**src/core/dwpx_pkg.sv**
```systemverilog
package dwpx_pkg;

	// Field positions inside the attribute words, and field widths
	localparam int WB_MODE_BIT   = 19;
	localparam int ENABLE_BIT    = 0;
	localparam int ATTR_W        = 32;
	localparam int PIPE_W        = 2;
	localparam int LINE_CNT_W    = 12;

	// Reset values and field encodings
	localparam logic [ATTR_W-1:0] ATTR_RST = 32'h0000_0000;
	localparam logic              ENA_SET  = 1'b1;
	localparam logic              ENA_CLR  = 1'b0;
	localparam logic [PIPE_W-1:0] ROUTE_NONE = 2'h0;
	localparam logic [PIPE_W-1:0] ROUTE_WB   = 2'h1;
	localparam logic [PIPE_W-1:0] ROUTE_LCD  = 2'h2;

	// Default number of lines in one memory-to-memory pass
	localparam int PASS_LINES = 16;

	// Exit sequence progress as seen by the hardware
	typedef enum logic [2:0] {
		DWPX_IDLE,
		DWPX_COPY,
		DWPX_DONE,
		DWPX_PIPE_OFF,
		DWPX_WB_TOGGLED,
		DWPX_READY
	} dwpx_state_t;

	// Software write request into the attribute words
	typedef struct packed {
		logic              wb_wr;
		logic              wb_mode;
		logic              wb_enable;
		logic              pipe_wr;
		logic              pipe_enable;
		logic              route_wr;
		logic [PIPE_W-1:0] route;
	} dwpx_req_t;

	// Status reported back to software
	typedef struct packed {
		logic              wb_enable;
		logic              wb_mode;
		logic              pipe_enable;
		logic [PIPE_W-1:0] route;
		logic              pass_done;
		logic              sync_lost;
		logic              frame_bad;
		logic              exit_ok;
	} dwpx_stat_t;

endpackage

```
**src/core/dwpx_sync.sv**
```systemverilog
`timescale 1ns/100ps
// Two-stage synchroniser for pin-level inputs
module dwpx_sync (
	input  wire logic clk_sys_i,
	input  wire logic resetn_i,
	input  wire logic d_i,
	output logic      q_o
);
	logic s1_reg;

	// First stage feeds only the second
	always_ff @(posedge clk_sys_i or negedge resetn_i) begin
		if (!resetn_i) begin
			s1_reg <= 1'b0;
			q_o    <= 1'b0;
		end else begin
			s1_reg <= d_i;
			q_o    <= s1_reg;
		end
	end
endmodule

```
**src/core/dwpx_top.sv**
```systemverilog
`timescale 1ns/100ps
// Overview of operation
// - Mode bit 19 of writeback attributes selects memory-to-memory copy.
// - Pass completion clears the writeback enable bit automatically.
// - Pass completion leaves the source pipe enable bit set.
// - Rerouting an enabled pipe to the panel raises sync-lost, one bad frame.
module dwpx_top #(
	parameter int LINES = dwpx_pkg::PASS_LINES
) (
	input  wire logic                clk_sys_i,
	input  wire logic                resetn_i,
	input  wire dwpx_pkg::dwpx_req_t req_i,
	input  wire logic                line_done_i,
	input  wire logic                panel_vsync_i,
	output dwpx_pkg::dwpx_stat_t     stat_o,
	output logic [dwpx_pkg::ATTR_W-1:0] wb_attr_o,
	output logic [dwpx_pkg::ATTR_W-1:0] vid_attr_o
);
	import dwpx_pkg::*;

	localparam logic [LINE_CNT_W-1:0] LAST_LINE =
		LINE_CNT_W'(LINES - 1);

	// Control state in one record; the vsync edge register and the output registers sit apart
	typedef struct packed {
		dwpx_state_t           st;
		logic                  wb_en;
		logic                  wb_mode;
		logic                  pipe_en;
		logic [PIPE_W-1:0]     route;
		logic [LINE_CNT_W-1:0] lines;
		logic                  pass_done;
		logic                  sync_lost;
		logic                  frame_bad;
		logic                  exit_ok;
	} dwpx_all_t;

	dwpx_all_t s_reg;
	dwpx_all_t s_next;
	logic      vsync_s;
	logic      vsync_d_reg;
	logic      frame_start;

	// Panel vsync arrives from another domain
	dwpx_sync u_vsync (
		.clk_sys_i (clk_sys_i),
		.resetn_i  (resetn_i),
		.d_i       (panel_vsync_i),
		.q_o       (vsync_s)
	);

	// Rising edge of synchronised vsync marks a frame start
	always_ff @(posedge clk_sys_i or negedge resetn_i) begin
		if (!resetn_i) begin
			vsync_d_reg <= 1'b0;
		end else begin
			vsync_d_reg <= vsync_s;
		end
	end
	assign frame_start = vsync_s & ~vsync_d_reg;

	// True when a pass is running
	function automatic logic copying(input dwpx_all_t s);
		return s.wb_en && s.wb_mode && s.route == ROUTE_WB;
	endfunction

	// Next-state logic
	always_comb begin
		s_next           = s_reg;
		s_next.pass_done = 1'b0;
		s_next.sync_lost = 1'b0;
		// Software writes to the writeback word
		if (req_i.wb_wr) begin
			s_next.wb_mode = req_i.wb_mode;
			s_next.wb_en   = req_i.wb_enable;
			if (req_i.wb_enable && req_i.wb_mode)
				s_next.lines = '0;
		end
		if (req_i.pipe_wr)
			s_next.pipe_en = req_i.pipe_enable;
		// Routing change; no frame alignment on an enabled pipe
		if (req_i.route_wr) begin
			s_next.route = req_i.route;
			if (req_i.route == ROUTE_LCD && s_reg.route != ROUTE_LCD &&
			    s_next.pipe_en) begin
				s_next.sync_lost = 1'b1;
				s_next.frame_bad = 1'b1;
			end
		end
		// Bad frame lasts until the panel starts a new one
		if (frame_start && !(req_i.route_wr && s_next.sync_lost))
			s_next.frame_bad = 1'b0;
		// Line counting during the pass; a write to the writeback word wins the cycle
		if (copying(s_reg) && line_done_i && !req_i.wb_wr) begin
			if (s_reg.lines == LAST_LINE) begin
				s_next.wb_en     = ENA_CLR;
				s_next.pass_done = 1'b1;
				// Pipe enable is left untouched here
			end else begin
				s_next.lines = s_reg.lines + LINE_CNT_W'(1);
			end
		end
		// Track the clean exit sequence software should follow
		unique case (s_reg.st)
			DWPX_IDLE: begin
				s_next.exit_ok = 1'b0;
				if (copying(s_next))
					s_next.st = DWPX_COPY;
			end
			DWPX_COPY: begin
				if (s_next.pass_done)
					s_next.st = DWPX_DONE;
			end
			DWPX_DONE: begin
				if (!s_next.pipe_en)
					s_next.st = DWPX_PIPE_OFF;
			end
			DWPX_PIPE_OFF: begin
				if (req_i.wb_wr && !req_i.wb_enable && s_reg.wb_en)
					s_next.st = DWPX_WB_TOGGLED;
				else if (s_next.pipe_en)
					s_next.st = DWPX_DONE; // Pipe back on undoes the step
			end
			DWPX_WB_TOGGLED: begin
				if (s_next.pipe_en && s_next.route == ROUTE_LCD) begin
					s_next.st      = DWPX_READY;
					s_next.exit_ok = 1'b1;
				end
			end
			DWPX_READY: begin
				if (copying(s_next)) begin
					s_next.st      = DWPX_COPY;
					s_next.exit_ok = 1'b0;
				end
			end
			default: s_next.st = DWPX_IDLE;
		endcase
	end

	// State register
	always_ff @(posedge clk_sys_i or negedge resetn_i) begin
		if (!resetn_i) begin
			s_reg <= '{st: DWPX_IDLE, route: ROUTE_NONE, default: '0};
		end else begin
			s_reg <= s_next;
		end
	end

	// Registered outputs
	always_ff @(posedge clk_sys_i or negedge resetn_i) begin
		if (!resetn_i) begin
			stat_o     <= '0;
			wb_attr_o  <= ATTR_RST;
			vid_attr_o <= ATTR_RST;
		end else begin
			stat_o     <= '{wb_enable: s_next.wb_en,
			                wb_mode: s_next.wb_mode,
			                pipe_enable: s_next.pipe_en,
			                route: s_next.route,
			                pass_done: s_next.pass_done,
			                sync_lost: s_next.sync_lost,
			                frame_bad: s_next.frame_bad,
			                exit_ok: s_next.exit_ok};
			wb_attr_o  <= ATTR_RST;
			wb_attr_o[WB_MODE_BIT] <= s_next.wb_mode;
			wb_attr_o[ENABLE_BIT]  <= s_next.wb_en;
			vid_attr_o <= ATTR_RST;
			vid_attr_o[ENABLE_BIT] <= s_next.pipe_en;
		end
	end

	// Checks; the status word is registered from the same next state,
	// so it must agree with the state record in the very same cycle
	AST_AUTO_CLEAR: assert property (@(posedge clk_sys_i)
		disable iff (!resetn_i)
		s_reg.pass_done |-> !s_reg.wb_en && !wb_attr_o[ENABLE_BIT])
		else $error("writeback enable not cleared at pass end");
	AST_PIPE_KEPT: assert property (@(posedge clk_sys_i)
		disable iff (!resetn_i)
		(copying(s_reg) && s_reg.pipe_en && !req_i.pipe_wr) |=>
		s_reg.pipe_en)
		else $error("pipe enable dropped by hardware");
	AST_SYNC_LOST: assert property (@(posedge clk_sys_i)
		disable iff (!resetn_i)
		(req_i.route_wr && req_i.route == ROUTE_LCD &&
		 s_reg.route != ROUTE_LCD && s_reg.pipe_en && !req_i.pipe_wr)
		|=> s_reg.sync_lost && stat_o.sync_lost && stat_o.frame_bad)
		else $error("sync-lost missing on unaligned attach");
	AST_MODE_BIT: assert property (@(posedge clk_sys_i)
		disable iff (!resetn_i)
		req_i.wb_wr |=> wb_attr_o[WB_MODE_BIT] == $past(req_i.wb_mode))
		else $error("mode bit not stored");
	AST_EXIT_ORDER: assert property (@(posedge clk_sys_i)
		disable iff (!resetn_i)
		$rose(s_reg.exit_ok) |-> s_reg.pipe_en &&
		s_reg.route == ROUTE_LCD && !s_reg.wb_en)
		else $error("exit flagged out of order");
	AST_PIPE_OFF: assert property (@(posedge clk_sys_i)
		disable iff (!resetn_i)
		(s_reg.st == DWPX_PIPE_OFF) |-> !s_reg.pipe_en)
		else $error("pipe-off step with pipe enabled");

	// A disabled pipe may join any route without losing sync
	AST_QUIET_ATTACH: assert property (@(posedge clk_sys_i)
		disable iff (!resetn_i)
		(req_i.route_wr && !req_i.pipe_wr && !s_reg.pipe_en) |=>
		!s_reg.sync_lost && !stat_o.sync_lost)
		else $error("sync-lost raised for a disabled pipe");

	// Damage is limited to one frame: the next frame start heals it
	AST_BAD_FRAME_END: assert property (@(posedge clk_sys_i)
		disable iff (!resetn_i)
		(s_reg.frame_bad && frame_start && !req_i.route_wr) |=>
		!s_reg.frame_bad && !stat_o.frame_bad)
		else $error("corrupted frame outlived a frame start");

	// Main scenarios worth seeing at least once
	COV_PASS: cover property (@(posedge clk_sys_i) s_reg.pass_done);
	COV_LOST: cover property (@(posedge clk_sys_i) s_reg.sync_lost);
	COV_EXIT: cover property (@(posedge clk_sys_i) $rose(s_reg.exit_ok));
	COV_STEP: cover property (@(posedge clk_sys_i)
		s_reg.st == DWPX_PIPE_OFF);
endmodule

```
**config.mk**
```make
export PLATFORM = sky130hd
export DESIGN_NAME = dwpx_top
export DESIGN_NICKNAME = d
export VERILOG_FILES = /design/src/core/dwpx_pkg.sv /design/src/core/dwpx_sync.sv /design/src/core/dwpx_top.sv
export SDC_FILE = /design/constraint.sdc
export NUM_CORES = 1
export LEC_CHECK = 0
export ABC_CLOCK_PERIOD_IN_PS = 2050
export BUFFER_PORTS_ARGS = -buffer_cell sky130_fd_sc_hd__buf_2
export CORE_UTILIZATION = 47
export CTS_CLUSTER_DIAMETER = 60
export DETAILED_ROUTE_END_ITERATION = 16
export PLACE_DENSITY = 0.8
export RECOVER_POWER = 100
export SETUP_SLACK_MARGIN = 0.5
export SYNTH_ARGS = -nofsm -noshare
export SYNTH_HDL_FRONTEND = slang
export SYNTH_SLANG_ARGS = --single-unit
```
**constraint.sdc**
```tcl
create_clock -name clk_sys_i -period 2.05 [get_ports clk_sys_i]
set_input_delay 0.3075 -clock clk_sys_i [delete_from_list [all_inputs] [get_ports clk_sys_i]]
set_output_delay 0.3075 -clock clk_sys_i [all_outputs]
set_load 0.1 [all_outputs]
```
### Word-level counts from Yosys, hierarchy flattened

Index checks and enable logic that the tools add are counted.

| storage, ports and cells | value |
|---|---|
| output and inout port bits | 73 |
| register bits | 29 |
| word-level logic and storage cells | 82 |

| cells by class | value |
|---|---|
| bitwise gates (word level) | 2 |
| eq/ne operators | 17 |
| add/sub/neg operators | 1 |
| multiplexer cells | 23 |
| reduce and logical (&&, ||, !) cells | 25 |

Operators by type and width:

| kind | count |
|---|---|
| 2-to-1 mux 12 bit | 3 |
| 2-to-1 mux 3 bit | 6 |
| case mux 3 bit (5 select lines) | 1 |
| logical AND 1 bit | 14 |
| 2-to-1 mux 13 bit | 1 |
| adder 12 x 1 -> 12 bit (second input constant) | 1 |
| == test 12 x 4 -> 1 bit (second input constant) | 1 |
| inequality test 2 bit (second input constant) | 5 |
| 2-to-1 mux 2 bit | 4 |
| 2-to-1 mux 1 bit | 7 |
| == test 3 x 2 -> 1 bit (second input constant) | 2 |
| == test 3 bit (second input constant) | 2 |
| AND reduction 5 bit | 1 |
| == test 2 x 1 -> 1 bit (second input constant) | 2 |
| == test 2 bit (second input constant) | 2 |
| nonzero test 2 bit | 2 |
| == test 3 x 1 -> 1 bit (second input constant) | 1 |
| zero test 1 bit | 3 |
| zero test 3 bit | 1 |
| inequality test 3 bit (second input constant) | 1 |
| case mux 1 bit (3 select lines) | 1 |
| AND reduction 3 bit | 1 |
| nonzero test 3 bit | 1 |
| inequality test 2 x 1 -> 1 bit (second input constant) | 1 |
| 4 further kinds | 4 |

### Logic depth before layout (Yosys ltp)

| depth | value |
|---|---|
| depth in word-level cells | 10 |
| depth in mapped cells | 7 |
| mapped depth without buffers | 7 |

### By module

From an unflattened synthesis, not the netlist that was laid out.

| unflattened totals | value |
|---|---|
| cells, all modules | 210 |
| area total of the unflattened synthesis | 1896.8 um2 |

By module, submodules not included:

| module | sequential area each (um2) | area each (um2) | cells each | times used |
|---|---|---|---|---|
| dwpx_top | 625.6 | 1846.8 | 208 | 1 |
| dwpx_sync | 50.0 | 50.0 | 2 | 1 |

### Worst setup path after synthesis

No wires, ideal clock.

| path | value |
|---|---|
| path type | reg-to-reg |
| start | register s_reg[4] (netlist bit) |
| end | register s_reg[21] (netlist bit) |
| path buffers | 0 |
| setup time | 0.070 ns |
| stages on the path, launching flop included | 8 |
| arrival | 1.832 ns |
| path slack | 0.148 ns |
| required time | 1.980 ns |
| path through | dfrtp_1 > ha_1 > and3_1 > and3_2 > and2_2 > o311a_2 > a21boi_1 > nand3b_1 |

RTL lines:

| what | line | RTL |
|---|---|---|
| from (decl) | dwpx_top.sv:38 | `dwpx_all_t s_reg;` |
| from (signal assigned) | dwpx_top.sv:145 | `s_reg <= s_next;` |

==> summary.txt <==
Status
  – Status: complete, no violations

Synthesis
  – Top cell type's share of synthesized area: 36.27%
  – Post-synth EDFFs: 0
  – Synth Flop Type: dfrtp_1
  – Register area share after synthesis: 36.27%
  – Area leader, netlist: dfrtp_1
  – Synth cell count leaders: buf_4 (72), dfrtp_1 (27), nand3_1 (12)
  – Yosys warning total: 0
  – Count leader, synth: buf_4
  – Avg Synthesized Cell Area: 9.088 um2
  – Mapped cell area: 1863 um2
  – Top cells by area, synth: dfrtp_1 (36%), buf_4 (29%), nand3_1 (3.2%)
  – Post-synth cell types: 41
  – Cells after Synth: 205
  – Post-synthesis register bit count: 27
  – Ys async rst share: 100.0%

Run
  – Max Cap Violations: 0

Placed design
  – IO Port Bufs: 23
  – Post-Place Cells: between 200 and 300
  – Gpl congestion: 0.7856
  – DP HPWL: 2.367 mm

Timing
  – Slew Viols, Final: 0
  – Final min period: 1.852 ns
  – Setup Skew: 0.005165 ns
  – Max Freq: around 540 MHz
  – Post-route setup TNS: 0 ns
  – RSZ-0062 raised after global routing: true
  – Tcrit/Tclk final: 90.36%
  – Max-Slew Margin vs Limit: 5.435%
  – Setup violators final: 0
  – Least-Margin Pin Slew: 1.418 ns
  – Final hold vios: 0

Worst setup path
  – Critical Path Fanout Max: 6
  – Critical path's largest stage delay: 0.39 ns
  – CP Data Required Time: 2.20 ns
  – Top delay family on crit path: simple AND/OR/NAND/NOR gates
  – CP max-delay cell: dfrtp_1
  – Worst Setup End Kind: flip-flop
  – Cell Chain, Critical Path: ha_1 -> and3_1 -> and3_4 -> clkbuf_1 -> nor2_4 -> nand2_1 -> o211ai_1 -> o31ai_1
  – Crit Path Category: reg2reg
  – Worst Path Buf+Inv: 1
  – Worst Path Arrival: 2.01 ns
  – Worst setup SP type: flip-flop

Layout
  – Area Growth Syn to Fin: 10.61%
  – Max reg flops: 15
  – Final core area utilization: 55.05%
  – Layout cell share with drive strength beyond 1: roughly 29%
  – Final non-filler cell total: around 290
  – Final #Nets: 258
  – Ant diodes: 0

Clocking
  – CTS tree: done
  – Inserted Clock Buffers: 3
  – Clock-pin slew on the worst setup and hold paths: roughly 0.090 ns
  – Root Buffer: clkbuf_8
  – H-tree Lvls: 1
  – Clk sinks: 27
  – Worst-Skew Late Latency: ~0.27 ns
  – Max clock buf depth: 2

GRT
  – Grt total ovfl: 0
  – Largest net degree at the start of global routing: 28
  – First-pass GRT wire length: 5.630 mm
  – Initial antenna violation count: 0
  – GR Util All Layers: around 17%
  – Vias in the first global route: ~1200

Die
  – Die ar.: 4220 um2
  – CORE AREA: 3744 um2
  – Starting density of the core: 49.77%
  – I/O Pins: 85
  – Std-Cell Rows: 22
  – Die Y: 64.96 um
  – Chip Width: 64.96 um

Min path
  – HP Class: in2reg

Route
  – DR iter-0 viols: 176
  – WL final: 3.681 mm
  – Vias per cell: 4.784
  – Routed Antenna Nets: 0
  – Routed wire length per instance: around 13 um
  – Total number of vias: 1397
  – Remaining DRCs: 0
  – Detailed Routing Iterations Pass 1: 4

Power
  – LEAKAGE: between 0.001 and 0.0015 uW
  – Final Power: a little over 2000 uW
  – Max VDD drop: 376.2 uV
  – Power Dens Cells: 977.7 nW/um2
## per-layer routing
| metal | GRT usage [%] | vias to the layer above | wire, um |
|---|---|---|---|
| met5 | 0 | - | 0 |
| met3 | 2.113 | 6 | 226 |
| li1 | - | 654 | - |
| met4 | 6.111 | 0 | 46 |
| met1 | 19.47 | 659 | 1384 |
| met2 | 33.46 | 78 | 2024 |
## cells in the final DEF (no fill, tap or decap), drive strengths merged, types with 2 or more instances in the layout
cell	instances
a21oi	7
a31oi	2
and3	3
and4	2
buf	31
clkbuf	21
conb	61
dfrtp	27
inv	4
mux2	2
mux2i	2
nand2	10
nand2b	2
nand3	12
nand3b	2
nand4	4
nor2	10
nor2b	4
nor3	2
nor4	3
o211ai	3
o21ai	11
o31ai	3
or3b	2
xor2	2
## through the flow
| stage | hold WS, ns | instance area (um2) | setup slack [ns] |
|---|---|---|---|
| 3_5_place_dp | 0.3386 | 1763 | 0.1158 |
| 4_1_cts | 0.05319 | 1976 | 0.2561 |
| 2_1_floorplan | 0.01191 | 2110 | 0.2558 |
| 6_report | 0.1441 | 2061 | 0.1976 |
| 3_3_place_gp | 0.3394 | 1763 | 0.1471 |
| 5_1_grt | 0.1359 | 2061 | 0.09505 |
## worst register-to-register path: cells and delay by family, from the launching register on
kind / cells / cell delay (ns)
and+or+nand+nor: 4 / 0.73
adders and majority gates: 1 / 0.22
buffers and inverters: 1 / 0.12
DFF: 1 / 0.39
AOI/OAI and AO/OA: 2 / 0.27
## logic make-up after synthesis
group / after synthesis / synth area share, %
AOI/OAI and AO/OA: 32 / 11.28
xor gates and xnor gates: 2 / 0.9404
adders and majority gates: 1 / 0.6715
buffers and inverters: 77 / 30.02
DFF: 27 / 36.27
muxes: 4 / 2.283
other: 1 / 0.2013
and+or+nand+nor: 61 / 18.34
## area by class of cell
class,instances,area [um2]
clock buffers,4,45.04
fillers,340,1683
inverters,4,15.01
multi-input cells,161,959.7
flip-flops and latches,27,676.9
well taps,48,60.06
repair buffers,48,304.0
## repair_timing
item	4_1_cts	5_1_grt
gates resized for setup	21	23
setup buffers	13	9
setup endpoints to repair	13	17
pin swaps	16	11
hold buffers	0	0
endpoints found under the hold margin	0	0
## worst paths after layout
kind | from | end | slack [ns] | depth (start not counted)
worst max register to register | s_reg[5] | s_reg[11] | 0.20 | 8
min in group asynchronous | resetn_i | stat_o[5] | 0.36 | 1
worst min-delay path | panel_vsync_i | u_vsync.s1_reg | 0.14 | 1
max in group asynchronous | resetn_i | s_reg[8] | 0.77 | 1
worst min register to register | u_vsync.s1_reg | u_vsync.q_o | 0.35 | 0
worst max-delay path | s_reg[5] | s_reg[11] | 0.20 | 8
## where the power goes
group | internal, uW | switching [uW]
sequential | 583 | 76.0
clock | 139 | 153
combinational | 199 | 865
(Power assumes the default switching activity.)
